===== src/hw/pevi_regs.vh =====
`ifndef PEVI_REGS_VH
`define PEVI_REGS_VH
// power mode codes on pevi power_mode input
`define PEVI_MODE_W        3
`define PEVI_MODE_RUN      3'h0
`define PEVI_MODE_SLEEP    3'h1
`define PEVI_MODE_LP_RUN   3'h2
`define PEVI_MODE_LP_SLEEP 3'h3
`define PEVI_MODE_STOP     3'h4
// gate enable bit positions
`define PEVI_EN_ACTIVE     0
`define PEVI_EN_STOP       1
// trigger select codes for general timer trigger input
`define PEVI_TSEL_W        3
`define PEVI_TSEL_NONE     3'h0
`define PEVI_TSEL_TIMER    3'h1
`define PEVI_TSEL_RTC_WKUP 3'h2
`define PEVI_TSEL_COMP     3'h3
`define PEVI_TSEL_PIN      3'h4
// input channel select codes for general timer channel
`define PEVI_CSEL_W        2
`define PEVI_CSEL_PIN      2'h0
`define PEVI_CSEL_COMP     2'h1
`define PEVI_CSEL_CLOCK    2'h2
`define PEVI_CSEL_NONE     2'h3
// low power timer trigger select
`define PEVI_LSEL_W        2
`define PEVI_LSEL_RTC      2'h0
`define PEVI_LSEL_COMP     2'h1
`define PEVI_LSEL_PIN      2'h2
`define PEVI_LSEL_NONE     2'h3
`endif


===== src/hw/pevi_interconnect.v =====
// Overview of operation
// - every route is gated by the power mode and only routes defined for that mode pass.
// - a general timer trigger output reaches another general timer trigger except in stop.
// - the rtc periodic wakeup reaches the second general timer trigger except in stop.
// - rtc events reach the low power timer trigger in every valid mode including stop.
// - a selected clock source feeds a general timer input channel except in stop.
// - pins reach general timer channels and triggers except in stop, low power timer in every valid mode.
`include "pevi_regs.vh"
module pevi_interconnect #(
  parameter NT = 3,
  parameter NC = 2,
  parameter NP = 4,
  parameter NK = 4
) (
  input  wire                        clock,
  input  wire                        rst,
  input  wire [`PEVI_MODE_W-1:0]     power_mode,
  input  wire [NC-1:0]               analog_comparator_out,
  input  wire [NT-1:0]               general_timer_trgo,
  input  wire                        rtc_wakeup_event,
  input  wire                        rtc_event,
  input  wire [NK-1:0]               clock_source,
  input  wire [NP-1:0]               pin_in,
  input  wire [NT*`PEVI_TSEL_W-1:0]  trig_sel,
  input  wire [NT*2-1:0]             trig_src_idx,
  input  wire [NT*`PEVI_CSEL_W-1:0]  chan_sel,
  input  wire [NT*2-1:0]             chan_src_idx,
  input  wire [`PEVI_LSEL_W-1:0]     lp_trig_sel,
  input  wire [1:0]                  lp_src_idx,
  output wire [NT-1:0]               general_timer_trig,
  output wire [NT-1:0]               general_timer_chan,
  output wire                        low_power_timer_trig,
  output wire                        route_active,
  output wire                        route_stop
);
  localparam SW = NC + 2 + NK + NP;
  localparam SECOND_TIMER = 1;

  wire [SW-1:0] ext_s;
  wire [NC-1:0] comp_s;
  wire          wkup_s;
  wire          rtc_s;
  wire [NK-1:0] clk_s;
  wire [NP-1:0] pin_s;

  // all external sources except general_timer_trgo pass two flops
  pevi_sync #(.W(SW)) u_sync (
    .clock    (clock),
    .rst      (rst),
    .async_in ({analog_comparator_out, rtc_wakeup_event, rtc_event, clock_source, pin_in}),
    .sync_out (ext_s)
  );
  assign pin_s  = ext_s[NP-1:0];
  assign clk_s  = ext_s[NP+NK-1:NP];
  assign rtc_s  = ext_s[NP+NK];
  assign wkup_s = ext_s[NP+NK+1];
  assign comp_s = ext_s[SW-1:NP+NK+2];

  // mode decode: bit0 route group live outside stop, bit1 live in stop
  function [1:0] mode_gate;
    input [`PEVI_MODE_W-1:0] m;
    begin
      case (m)
        `PEVI_MODE_RUN, `PEVI_MODE_SLEEP,
        `PEVI_MODE_LP_RUN, `PEVI_MODE_LP_SLEEP: mode_gate = 2'h3;
        `PEVI_MODE_STOP: mode_gate = 2'h2;
        default: mode_gate = 2'h0;
      endcase
    end
  endfunction

  function pick;
    input [31:0] vec;
    input [1:0]  idx;
    begin
      pick = vec[idx];
    end
  endfunction

  reg         gen_en_q;
  reg         lp_en_q;
  reg         stop_q;
  wire [1:0]  gate_d = mode_gate(power_mode);
  wire        gen_en_d;
  wire        lp_en_d;
  wire        stop_d;

  // general routes live only outside stop
  assign gen_en_d = gate_d[`PEVI_EN_ACTIVE];
  // low power timer routes live in every valid mode
  assign lp_en_d  = gate_d[`PEVI_EN_ACTIVE] | gate_d[`PEVI_EN_STOP];
  // stop: only the low power timer routes stay live
  assign stop_d   = gate_d[`PEVI_EN_STOP] & ~gate_d[`PEVI_EN_ACTIVE];

  always @(posedge clock or posedge rst) begin
    if (rst) begin
      gen_en_q <= 1'b0;
      lp_en_q  <= 1'b0;
      stop_q   <= 1'b0;
    end else begin
      gen_en_q <= gen_en_d;
      lp_en_q  <= lp_en_d;
      stop_q   <= stop_d;
    end
  end
  assign route_active = gen_en_q;
  assign route_stop   = stop_q;

  // sources padded to the width taken by pick
  wire [31:0] trgo_pad = {{(32-NT){1'b0}}, general_timer_trgo};
  wire [31:0] comp_pad = {{(32-NC){1'b0}}, comp_s};
  wire [31:0] pin_pad  = {{(32-NP){1'b0}}, pin_s};
  wire [31:0] clk_pad  = {{(32-NK){1'b0}}, clk_s};

  wire [NT-1:0] trig_v;
  wire [NT-1:0] chan_v;

  genvar t;
  generate
    for (t = 0; t < NT; t = t + 1) begin : g_tmr
      wire [`PEVI_TSEL_W-1:0] ts = trig_sel[t*`PEVI_TSEL_W +: `PEVI_TSEL_W];
      wire [`PEVI_CSEL_W-1:0] cs = chan_sel[t*`PEVI_CSEL_W +: `PEVI_CSEL_W];
      wire [1:0]              ti = trig_src_idx[t*2 +: 2];
      wire [1:0]              ci = chan_src_idx[t*2 +: 2];
      // candidate trigger sources, a timer never triggers itself
      wire                    tmr_src   = pick(trgo_pad, ti) & (ti != t);
      wire                    wkup_src  = (t == SECOND_TIMER) & wkup_s;
      wire                    comp_tsrc = pick(comp_pad, ti);
      wire                    pin_tsrc  = pick(pin_pad, ti);
      // candidate input channel sources
      wire                    pin_csrc  = pick(pin_pad, ci);
      wire                    comp_csrc = pick(comp_pad, ci);
      wire                    clk_csrc  = pick(clk_pad, ci);
      reg                     tr_d;
      reg                     ch_d;
      reg                     tr_q;
      reg                     ch_q;

      always @* begin
        case (ts)
          `PEVI_TSEL_TIMER:    tr_d = tmr_src;
          `PEVI_TSEL_RTC_WKUP: tr_d = wkup_src;
          `PEVI_TSEL_COMP:     tr_d = comp_tsrc;
          `PEVI_TSEL_PIN:      tr_d = pin_tsrc;
          default:             tr_d = 1'b0;
        endcase
      end

      always @* begin
        case (cs)
          `PEVI_CSEL_PIN:   ch_d = pin_csrc;
          `PEVI_CSEL_COMP:  ch_d = comp_csrc;
          `PEVI_CSEL_CLOCK: ch_d = clk_csrc;
          default:          ch_d = 1'b0;
        endcase
      end

      always @(posedge clock or posedge rst) begin
        if (rst) begin
          tr_q <= 1'b0;
        end else begin
          tr_q <= tr_d & gen_en_q;
        end
      end

      always @(posedge clock or posedge rst) begin
        if (rst) begin
          ch_q <= 1'b0;
        end else begin
          ch_q <= ch_d & gen_en_q;
        end
      end

      assign trig_v[t] = tr_q;
      assign chan_v[t] = ch_q;
    end
  endgenerate

  // low power timer trigger, live in stop as well
  wire lp_comp_src = pick(comp_pad, lp_src_idx);
  wire lp_pin_src  = pick(pin_pad, lp_src_idx);
  reg  lp_d;
  reg  lp_q;

  always @* begin
    case (lp_trig_sel)
      `PEVI_LSEL_RTC:  lp_d = rtc_s;
      `PEVI_LSEL_COMP: lp_d = lp_comp_src;
      `PEVI_LSEL_PIN:  lp_d = lp_pin_src;
      default:         lp_d = 1'b0;
    endcase
  end

  always @(posedge clock or posedge rst) begin
    if (rst) begin
      lp_q <= 1'b0;
    end else begin
      lp_q <= lp_d & lp_en_q;
    end
  end

  assign general_timer_trig   = trig_v;
  assign general_timer_chan   = chan_v;
  assign low_power_timer_trig = lp_q;
endmodule // pevi_interconnect


===== src/hw/pevi_sync.v =====
// two-flop synchroniser for a vector of asynchronous inputs
module pevi_sync #(
  parameter W = 1
) (
  input  wire         clock,
  input  wire         rst,
  input  wire [W-1:0] async_in,
  output wire [W-1:0] sync_out
);
  reg [W-1:0] meta_q;
  reg [W-1:0] sync_q;
  always @(posedge clock or posedge rst) begin
    if (rst) begin
      meta_q <= {W{1'b0}};
      sync_q <= {W{1'b0}};
    end else begin
      meta_q <= async_in;
      sync_q <= meta_q;
    end
  end
  assign sync_out = sync_q;
endmodule // pevi_sync

===== config.mk =====
export PLATFORM = sky130hd
export DESIGN_NAME = pevi_interconnect
export DESIGN_NICKNAME = d
export VERILOG_FILES = /design/src/hw/pevi_interconnect.v /design/src/hw/pevi_sync.v
export VERILOG_INCLUDE_DIRS = /design/src /design/src/hw
export SDC_FILE = /design/constraint.sdc
export NUM_CORES = 1
export LEC_CHECK = 0
export ABC_AREA = 1
export BUFFER_PORTS_ARGS = -buffer_cell sky130_fd_sc_hd__buf_2
export CORE_MARGIN = 1.5
export CORE_UTILIZATION = 35
export DETAILED_ROUTE_END_ITERATION = 8
export GPL_ROUTABILITY_DRIVEN = 0
export PLACE_DENSITY = 0.62
export SYNTH_ARGS = -nofsm -noshare
export SYNTH_HDL_FRONTEND = slang
export SYNTH_SLANG_ARGS = --single-unit

===== constraint.sdc =====
create_clock -name clock -period 1.2 [get_ports clock]
set_input_delay 0.18 -clock clock [delete_from_list [all_inputs] [get_ports clock]]
set_output_delay 0.18 -clock clock [all_outputs]
set_load 0.01 [all_outputs]

==> results.txt, run 1 <==
Mapped cell area -> 1609 µm²
Core Region -> 4384 µm²
Cells after DPL -> 302
RSZ-0062 raised after global routing -> false
DRT antenna net count -> 0
Final Max Tran Viols -> 0
Power density over the cells -> 1174 nW/µm²
Clk pin slew, worst setup/hold paths -> 0.08 ns
CTS Buf Count -> 5
DP HPWL -> 2840 µm
Clk_lat worst skew -> 0.29 ns
Final hold vios -> 0
Largest net degree at the start of global routing -> 35
Setup-failing EPs final -> 0
Initial antenna violation count -> 0
Gr usage total -> 16.71%
Sum Neg Setup Slack -> 0 ns
Final wirelength -> 3781 µm
Worst VDD drop -> 0.7291 mV
Initial core utilization -> 36.70%
Layout Nets -> 323
First-pass GRT wire length -> 6520 µm
Share of post-route cells with drive strength above 1 -> 30.04%
PortBufs -> 59
Register area share after synthesis -> 52.88%
Non-Filler Instances -> 325
Hold Crit Class -> primary input to register
Final Cell Area -> 2176 µm²
Number of DRC markers in iteration 0 -> 57
CTS Root Cell -> clkbuf_8
CP Buf/Inv Count -> 0
Status -> finished clean
R2R Path Start -> u_sync.sync_out[3]$_DFF_PP0_
FMAX -> 0.9357 GHz
Final Skew -> 0.009522 ns
Via Count -> 1,567
1st-pass router iterations -> 4
Final Cycle Share -> 89.06%
Post-synthesis net count -> 247
Layout Utilization -> 49.63%
Clk buf depth -> 2
P_int -> 1.855 mW
Cell mode on critical path -> a21oi_1
CP Capture Type -> register
Critical setup path kind -> register to register
MaxCap Viol Count -> 0
Yosys synthesis warning count -> 0
Crit path DAT -> 1.26 ns
Clock power frac -> 36.4%
Place WS -> 0.1427 ns
Seq cells post-synth -> 34
Critical path required time -> 1.39 ns
Worst Setup Start Kind -> register
Vias in the first global route -> 1,556
Worst relative slew slack -> 72.37%
Area growth syn-to-layout -> 35.23%
Wire per inst -> 11.63 µm
Fin Hold WS -> 0.05299 ns
Die height -> 70.81 µm
Total global routing overflow -> 0
Slowest stage delay, CP -> 0.48 ns
Worst-path cell chain -> a21oi_1 > o21ai_0 > a21oi_1 > nor2_1
P_sw -> 0.6992 mW
Beginning of the worst hold path -> power_mode[1]
Placed Area -> 1932 µm²
Mapped Cells -> 196
Die ar. -> 5013 µm²
Worst Max-Slew Pin Slew -> 0.4144 ns
Ports -> 60
FP Rows -> 24
N_diodes -> 0
Critical path's top delay family -> flip-flops
Htree depth -> 2
Tmin final -> 1.069 ns
Sequential power share -> 48.7%
Switching share of total power -> 27.37%
Leak pwr -> 1.137 nW
Die width -> 70.81 µm
Slowest-stage cell, CP -> dfrtp_1
Commonest non-fill, non-tap cells in the layout -> buf_2, nand2_1, dfrtp_1
Vias per cell -> 4.822
Beginning of the critical path -> u_sync.sync_out[3]$_DFF_PP0_
Setup ws final -> 0.1313 ns
Syn avg cell area -> 8.209 µm²
Most common cell after layout, fill and taps aside -> buf_2
Largest fanout on the critical path -> 7
Remaining DRCs -> 0
# resized after CTS -> 0
Clock Sinks -> 34
Cell variety after synth -> 20
Overall power -> 2.554 mW
CTS tree -> built
Gate power share -> 14.9%
worst paths after layout:
check,endpoint,slack [ns],depth (start not counted)
max in group asynchronous,route_active$_DFF_PP0_,0.38,4
max reg2reg,g_tmr[2].ch_q$_DFF_PP0_,0.13,4
min reg2reg,u_sync.sync_out[5]$_DFF_PP0_,0.34,0
max,g_tmr[2].ch_q$_DFF_PP0_,0.13,4
min in group asynchronous,u_sync.sync_out[5]$_DFF_PP0_,0.52,4
min,route_stop$_DFF_PP0_,0.05,2
timing repair:
item	in CTS	in global routing
setup buffers	0	2
endpoints found under the setup margin	0	1
endpoints found under the hold margin	46	0
hold buffers	13	0
worst register-to-register path: cells and delay by family (launching register included):
family | cells | cell delay (ns)
simple gates | 1 | 0.07
flops | 1 | 0.48
compound gates | 3 | 0.41
cell type report:
type,instances,area [µm²]
clock buffer,6,82.58
clock inverter,2,16.27
multi-input combinational,134,630.6
timing repair buffer,75,447.9
fill,446,2208
inverter,22,82.58
tap,52,65.06
sequential,34,850.8
power groups by stage:
stage | clock, mW | combinational [mW] | sequential, mW
6_report | 0.930 | 0.381 | 1.24
5_1_grt | 1.01 | 0.436 | 1.25
4_1_cts | 0.949 | 0.380 | 1.24
3_5_place_dp | 0 | 0.346 | 1.27
3_3_place_gp | 0 | 0.341 | 1.26
2_1_floorplan | 0 | 0.189 | 1.26
synth_stat cells, drive strengths merged:
| master | n | area share, % |
|---|---|---|
| a211oi | 1 | 0.47 |
| a21oi | 15 | 4.7 |
| buf | 6 | 2.8 |
| dfrtp | 34 | 53 |
| inv | 22 | 5.1 |
| nand2 | 53 | 12 |
| nand3 | 11 | 3.4 |
| nand3b | 1 | 0.47 |
| nand4 | 2 | 0.78 |
| nor2 | 23 | 5.5 |
| nor3 | 5 | 2.6 |
| o211ai | 7 | 3.9 |
| o21ai | 15 | 4.7 |
| or2 | 1 | 0.39 |
per-layer routing:
layer | vias up | GRT usage (%) | wire (µm)
met2 | 51 | 28.45 | 1848
met5 | - | 0 | 0
met3 | 9 | 4.843 | 233
met1 | 723 | 19.58 | 1596
met4 | 0 | 7.338 | 102
li1 | 784 | - | -
sequential cells by signal, indices dropped and copies added (netlist names):
signal	flops
u_sync.sync_out	12
route_active	1
lp_en_q	1
route_stop	1
g_tmr.ch_q	3
g_tmr.tr_q	3
low_power_timer_trig	1
u_sync.meta_q	12
cell families (layout without fill, tap and decap cells):
family	after synthesis	after routing	synth area share (%)
simple gates	96	96	25.51
compound gates	38	38	13.69
buf+inv	28	105	7.931
flops	34	34	52.88
(Power assumes the default switching activity.)
==> inputs of run 2 (changes only) <==
--- a/config.mk
+++ b/config.mk
@@ -9,10 +9,12 @@
 export ABC_AREA = 1
 export BUFFER_PORTS_ARGS = -buffer_cell sky130_fd_sc_hd__buf_2
 export CORE_MARGIN = 1.5
-export CORE_UTILIZATION = 35
+export CORE_UTILIZATION = 25
 export DETAILED_ROUTE_END_ITERATION = 8
 export GPL_ROUTABILITY_DRIVEN = 0
-export PLACE_DENSITY = 0.62
+export GPL_TIMING_DRIVEN = 0
+export HOLD_SLACK_MARGIN = 0.08
+export PLACE_DENSITY = 0.48
 export SYNTH_ARGS = -nofsm -noshare
 export SYNTH_HDL_FRONTEND = slang
 export SYNTH_SLANG_ARGS = --single-unit
==> run 2 against run 1 <==
Clock power down 12%. Total power fell by 3.5%. Cell count is 9.2% higher. Highest routed layer unchanged. Sequential power about the same.
==> results.txt, run 2 (synthesis gave the netlist of run 1 again) <==
Final wirelength -> 4060 µm (+7.4%)
Critical path required time -> 1.41 ns (+0.02 ns)
Setup-failing EPs final -> 0 (unchanged)
# fillers -> 673 (+51%)
Cells after DPL -> 332 (+9.9%)
N_diodes -> 0 (unchanged)
Core Region -> 6277 µm² (+43%)
MaxCap Viol Count -> 0 (unchanged)
Sequential power share -> 50.6% (+1.9 points)
Tmin final -> 1.094 ns (+0.02566 ns)
CTS tree -> built
Clk pin slew, worst setup/hold paths -> 0.07 ns (about the same)
Largest fanout on the critical path -> 7 (unchanged)
Non-Filler Instances -> 355 (+9.2%)
Wire per inst -> 11.44 µm (-1.7%)
Vias per cell -> 4.251 (-12%)
Slowest stage delay, CP -> 0.54 ns (+0.06 ns)
Layout Utilization -> 35.76% (-14 points)
Worst relative slew slack -> 53.38% (-19 points)
Worst Setup Start Kind -> register
Clock power frac -> 33.4% (-3.0 points)
# resized after CTS -> 0 (unchanged)
Worst VDD drop -> 0.4759 mV (-35%)
Number of DRC markers in iteration 0 -> 58 (+1.8%)
CP Capture Type -> register
Clk buf depth -> 2 (unchanged)
Switching share of total power -> 27.27% (-0.10 points)
Most common cell after layout, fill and taps aside -> buf_2
Overall power -> 2.466 mW (-3.5%)
Worst-path cell chain -> o21ai_0 > o21ai_0 > nand3_1 > nor2_1
Final Skew -> 0.005091 ns (-0.004430 ns)
Status -> finished clean
Gr usage total -> 12.19% (-4.5 points)
Layout Nets -> 329 (+1.9%)
CTS hold repair buffers -> 15 (+2)
FP Rows -> 29 (+21%)
Remaining DRCs -> 0 (unchanged)
Slowest-stage cell, CP -> dfrtp_1
PortBufs -> 59 (unchanged)
Final Max Tran Viols -> 0 (unchanged)
Initial antenna violation count -> 0 (unchanged)
FMAX -> 0.9137 GHz (-2.3%)
Largest net degree at the start of global routing -> 35 (unchanged)
Die width -> 83.23 µm (+18%)
Clock Sinks -> 34 (unchanged)
Leak pwr -> 1.154 nW (+1.5%)
Vias in the first global route -> 1,433 (-7.9%)
Critical setup path kind -> register to register
Area growth syn-to-layout -> 39.50%
Via Count -> 1,509 (-3.7%)
RSZ-0062 raised after global routing -> false
Die ar. -> 6926 µm² (+38%)
Worst Max-Slew Pin Slew -> 0.6983 ns (+0.2839 ns)
P_int -> 1.793 mW (-3.3%)
Hold Crit Class -> primary input to register
Commonest non-fill, non-tap cells in the layout -> buf_2, nand2_1, dfrtp_1
CTS Buf Count -> 5 (unchanged)
Post-CTS setup buffer count -> 0 (unchanged)
Power density over the cells -> 1098 nW/µm² (-6.4%)
Final hold vios -> 0 (unchanged)
Final Cycle Share -> 91.20% (+2.1 points)
CTS Root Cell -> clkbuf_8
Share of post-route cells with drive strength above 1 -> 30.58% (+0.54 points)
Clk_lat worst skew -> 0.28 ns (about the same)
Die height -> 83.23 µm (+18%)
First-pass GRT wire length -> 6610 µm (+1.4%)
DP HPWL -> 2936 µm (+3.4%)
Crit path DAT -> 1.31 ns (+0.05 ns)
Initial core utilization -> 25.63% (-11 points)
Cell mode on critical path -> o21ai_0
DRT antenna net count -> 0 (unchanged)
Gate power share -> 16.1% (+1.2 points)
1st-pass router iterations -> 5 (+1)
P_sw -> 0.6725 mW (-3.8%)
Ports -> 60 (unchanged)
Total global routing overflow -> 0 (unchanged)
Htree depth -> 2 (unchanged)
==> run 2: cell count changes in the layout (fill, tap and decap cells not counted) <==
cell,previous run,this run
dlygate4sd3_1,13,16
clkbuf_8,6,5
buf_4,3,6
inv_2,7,8
clkinvlp_4,1,2
inv_6,1,0
inv_1,15,14
==> run 2: routing by layer <==
| metal | GRT usage (%) | wire (µm) |
|---|---|---|
| met4 | 3.636 | 23 |
| met2 | 20.25 | 1915 |
| met1 | 15.58 | 1934 |
| met3 | 3.181 | 187 |
| met5 | 0 | 0 |
==> run 2: final cells by class <==
cell class | count | area, µm² | area share (%)
flip-flops and latches | 34 | 850.8 | 37.90
clock buffers | 5 | 68.82 | 3.066
inverters | 22 | 82.58 | 3.679
multi-input cells | 134 | 630.6 | 28.09
clock inverters | 2 | 15.01 | 0.6689
plain buffers | 6 | 45.04 | 2.007
well taps | 77 | 96.34 | 4.292
repair buffers | 75 | 455.4 | 20.29
==> run 2: final timing paths <==
path | startpoint | end | slack [ns] | depth (start not counted)
max in group asynchronous | rst | route_stop$_DFF_PP0_ | 0.19 | 3
max reg2reg | u_sync.sync_out[10]$_DFF_PP0_ | low_power_timer_trig$_DFF_PP0_ | 0.11 | 4
min | lp_trig_sel[1] | low_power_timer_trig$_DFF_PP0_ | 0.16 | 4
min in group asynchronous | rst | u_sync.sync_out[7]$_DFF_PP0_ | 0.55 | 3
min reg2reg | u_sync.meta_q[7]$_DFF_PP0_ | u_sync.sync_out[7]$_DFF_PP0_ | 0.34 | 0
max | u_sync.sync_out[10]$_DFF_PP0_ | low_power_timer_trig$_DFF_PP0_ | 0.11 | 4
==> run 2: power by group through the flow <==
| stage | clock (mW) | sequential [mW] | combinational, mW |
|---|---|---|---|
| floorplan | 0 | 1.26 | 0.189 |
| finish | 0.823 | 1.25 | 0.396 |
| global route | 0.903 | 1.25 | 0.454 |
| CTS | 0.867 | 1.25 | 0.399 |
| global placement | 0 | 1.27 | 0.360 |
| detailed placement | 0 | 1.27 | 0.361 |
==> run 2: stage by stage <==
| step | worst slack [ns] | hold slack [ns] | cell area [µm²] | TNS, ns |
|---|---|---|---|---|
| 6_report | 0.1056 | 0.1558 | 2245 | 0 |
| 2_1_floorplan | 0.2725 | 0.2114 | 1609 | 0 |
| 3_5_place_dp | -0.2321 | 0.2893 | 2001 | -7.837 |
| 4_1_cts | 0.07703 | 0.1425 | 2235 | 0 |
| 5_1_grt | 0.006857 | 0.1730 | 2245 | 0 |
| 3_3_place_gp | -0.2509 | 0.2908 | 2001 | -8.473 |
==> run 2: worst max-delay path, delay by kind of cell (launching register included) <==
family	cells	cell delay, ns
AOI/OAI and AO/OA	2	0.31
and+or+nand+nor	2	0.18
DFF	1	0.54
==> inputs of run 3 (changes only) <==
--- a/config.mk
+++ b/config.mk
@@ -14,6 +14,7 @@
 export GPL_ROUTABILITY_DRIVEN = 0
 export GPL_TIMING_DRIVEN = 0
 export HOLD_SLACK_MARGIN = 0.08
+export MAX_ROUTING_LAYER = met4
 export PLACE_DENSITY = 0.48
 export SYNTH_ARGS = -nofsm -noshare
 export SYNTH_HDL_FRONTEND = slang
==> constraint.sdc (replaced) <==
create_clock -name clock -period 1.2 [get_ports clock]
set_input_delay 0.18 -clock clock [delete_from_list [all_inputs] [get_ports clock]]
set_output_delay 0.18 -clock clock [all_outputs]
set_load 0.02 [all_outputs]
==> run 3 against run 2 <==
Global-route usage is 0.35 points higher. Routed wire length stayed put. Register-to-register slack hardly changed. Combinational power is 4% higher. Utilization stayed put. Clock skew hardly changed. Sequential share of layout area stayed put. Clock power hardly changed. Cell count stayed put. Largest cell class unchanged.
==> results.txt, run 3 (synthesis gave the netlist of run 1 again) <==
Status -> finished clean
Tmin final -> 1.106 ns (+0.01162 ns)
First-pass GRT wire length -> 6603 µm (-0.11%)
Total global routing overflow -> 0 (unchanged)
Via Count -> 1,509 (unchanged)
Setup-failing EPs final -> 0 (unchanged)
Clk pin slew, worst setup/hold paths -> 0.08 ns (about the same)
Vias in the first global route -> 1,434 (+0.070%)
Vias per cell -> 4.251 (unchanged)
Overall power -> 2.480 mW (+0.59%)
CTS tree -> built
RSZ-0062 raised after global routing -> false
Worst VDD drop -> 0.4759 mV (about the same)
Die height -> 83.23 µm (unchanged)
MaxCap Viol Count -> 0 (unchanged)
DP HPWL -> 2936 µm (unchanged)
Clk_lat worst skew -> 0.28 ns (about the same)
Multi-input gate area -> 630.6 µm² (unchanged)
Worst Max-Slew Pin Slew -> 0.6983 ns (+0.000004828 ns)
Layout Nets -> 329 (unchanged)
Final Max Tran Viols -> 0 (unchanged)
DRT antenna net count -> 0 (unchanged)
Gate power share -> 16.6% (+0.5 points)
Initial core utilization -> 25.63% (unchanged)
Final Skew -> 0.005123 ns (+0.00003134 ns)
P_sw -> 0.6868 mW (+2.1%)
Initial antenna violation count -> 0 (unchanged)
Worst Setup Start Kind -> register
Clock power frac -> 33.2% (-0.2 points)
Die ar. -> 6926 µm² (unchanged)
Number of DRC markers in iteration 0 -> 59 (+1.7%)
Largest fanout on the critical path -> 1 (-6)
Hold Crit Class -> primary input to register
Fin Hold WS -> 0.1558 ns (-0.00005000 ns)
PortBufs -> 59 (unchanged)
Clk buf depth -> 2 (unchanged)
Die width -> 83.23 µm (unchanged)
Crit path DAT -> 0.93 ns (-0.38 ns)
Register area -> 850.8 µm² (unchanged)
Critical path required time -> 1.02 ns (-0.39 ns)
Leak pwr -> 1.154 nW (unchanged)
Remaining DRCs -> 0 (unchanged)
N_diodes -> 0 (unchanged)
Final Cycle Share -> 92.17% (+0.97 points)
Share of post-route cells with drive strength above 1 -> 30.58% (unchanged)
Commonest non-fill, non-tap cells in the layout -> buf_2, nand2_1, dfrtp_1
Post-CTS setup buffer count -> 0 (unchanged)
CP Capture Type -> output pin
CTS Buf Count -> 5 (unchanged)
Final hold vios -> 0 (unchanged)
Gr usage total -> 12.54% (+0.35 points)
Critical setup path kind -> register to output pin
Sequential power share -> 50.3% (-0.3 points)
Wire per inst -> 11.44 µm (unchanged)
Largest net degree at the start of global routing -> 35 (unchanged)
FP Rows -> 29 (unchanged)
# resized after CTS -> 0 (unchanged)
Power density over the cells -> 1105 nW/µm² (+0.59%)
P_int -> 1.793 mW (about the same)
Layout Utilization -> 35.76% (unchanged)
1st-pass router iterations -> 5 (unchanged)
Ports -> 60 (unchanged)
Worst relative slew slack -> 53.38% (about the same)
FMAX -> 0.9041 GHz (-1.1%)
Most common cell after layout, fill and taps aside -> buf_2
Area growth syn-to-layout -> 39.50% (unchanged)
Switching share of total power -> 27.69% (+0.42 points)
# fillers -> 673 (unchanged)
Core Region -> 6277 µm² (unchanged)
Clock Sinks -> 34 (unchanged)
CTS Root Cell -> clkbuf_8
Final wirelength -> 4060 µm (unchanged)
Htree depth -> 2 (unchanged)
[run 3: cell counts in the layout (fill, tap and decap cells not counted)]
Identical to the previous run, type by type.
[run 3: layout make-up]
type,instances,area share [%]
flip-flops and latches,34,37.90
multi-input cells,134,28.09
repair buffers,75,20.29
well taps,77,4.292
inverters,22,3.679
clock buffers,5,3.066
plain buffers,6,2.007
clock inverters,2,0.6689
[run 3: critical path, cell delays in order, from the launching register on]
cell and delay [ns]:
dfrtp_1 0.37, buf_4 0.12, buf_2 0.15
[run 3: metal layers]
layer | track usage (%) | share of wire [%]
met2 | 20.25 | 47
met4 | 3.636 | 0.52
met5 | - | 0
met3 | 3.181 | 4.7
met1 | 15.58 | 48
[run 3: repair_timing]
item                                   in CTS  in global routing
endpoints found under the hold margin      14                 34
hold buffers                               15                  1
setup endpoints to repair                   0                  0
[run 3: through the flow]
step / area [µm²] / TNS [ns] / setup slack, ns / std cells
after floorplan: 1609 / 0 / 0.2725 / 196
after global placement: 2001 / -8.473 / -0.2509 / 332
after detailed placement: 2001 / -7.837 / -0.2321 / 332
after CTS: 2235 / 0 / 0.07703 / 354
after global routing: 2245 / 0 / 0.006857 / 355
final: 2245 / 0 / 0.09399 / 355
[run 3: power by group through the flow]
stage / sequential (mW) / clock [mW] / combinational (mW)
after floorplan: 1.26 / 0 / 0.199
after global placement: 1.27 / 0 / 0.374
after detailed placement: 1.27 / 0 / 0.376
after CTS: 1.25 / 0.867 / 0.414
after global routing: 1.25 / 0.903 / 0.468
final: 1.25 / 0.823 / 0.411
[run 3: worst paths after layout]
kind,from,end,slack (ns),depth (start not counted)
max,g_tmr[1].ch_q$_DFF_PP0_,general_timer_chan[1],0.09,2
min,lp_trig_sel[1],low_power_timer_trig$_DFF_PP0_,0.16,4
max reg2reg,u_sync.sync_out[10]$_DFF_PP0_,low_power_timer_trig$_DFF_PP0_,0.11,4
min reg2reg,u_sync.meta_q[7]$_DFF_PP0_,u_sync.sync_out[7]$_DFF_PP0_,0.34,0
max in group asynchronous,rst,route_stop$_DFF_PP0_,0.19,3
min in group asynchronous,rst,u_sync.sync_out[7]$_DFF_PP0_,0.55,3
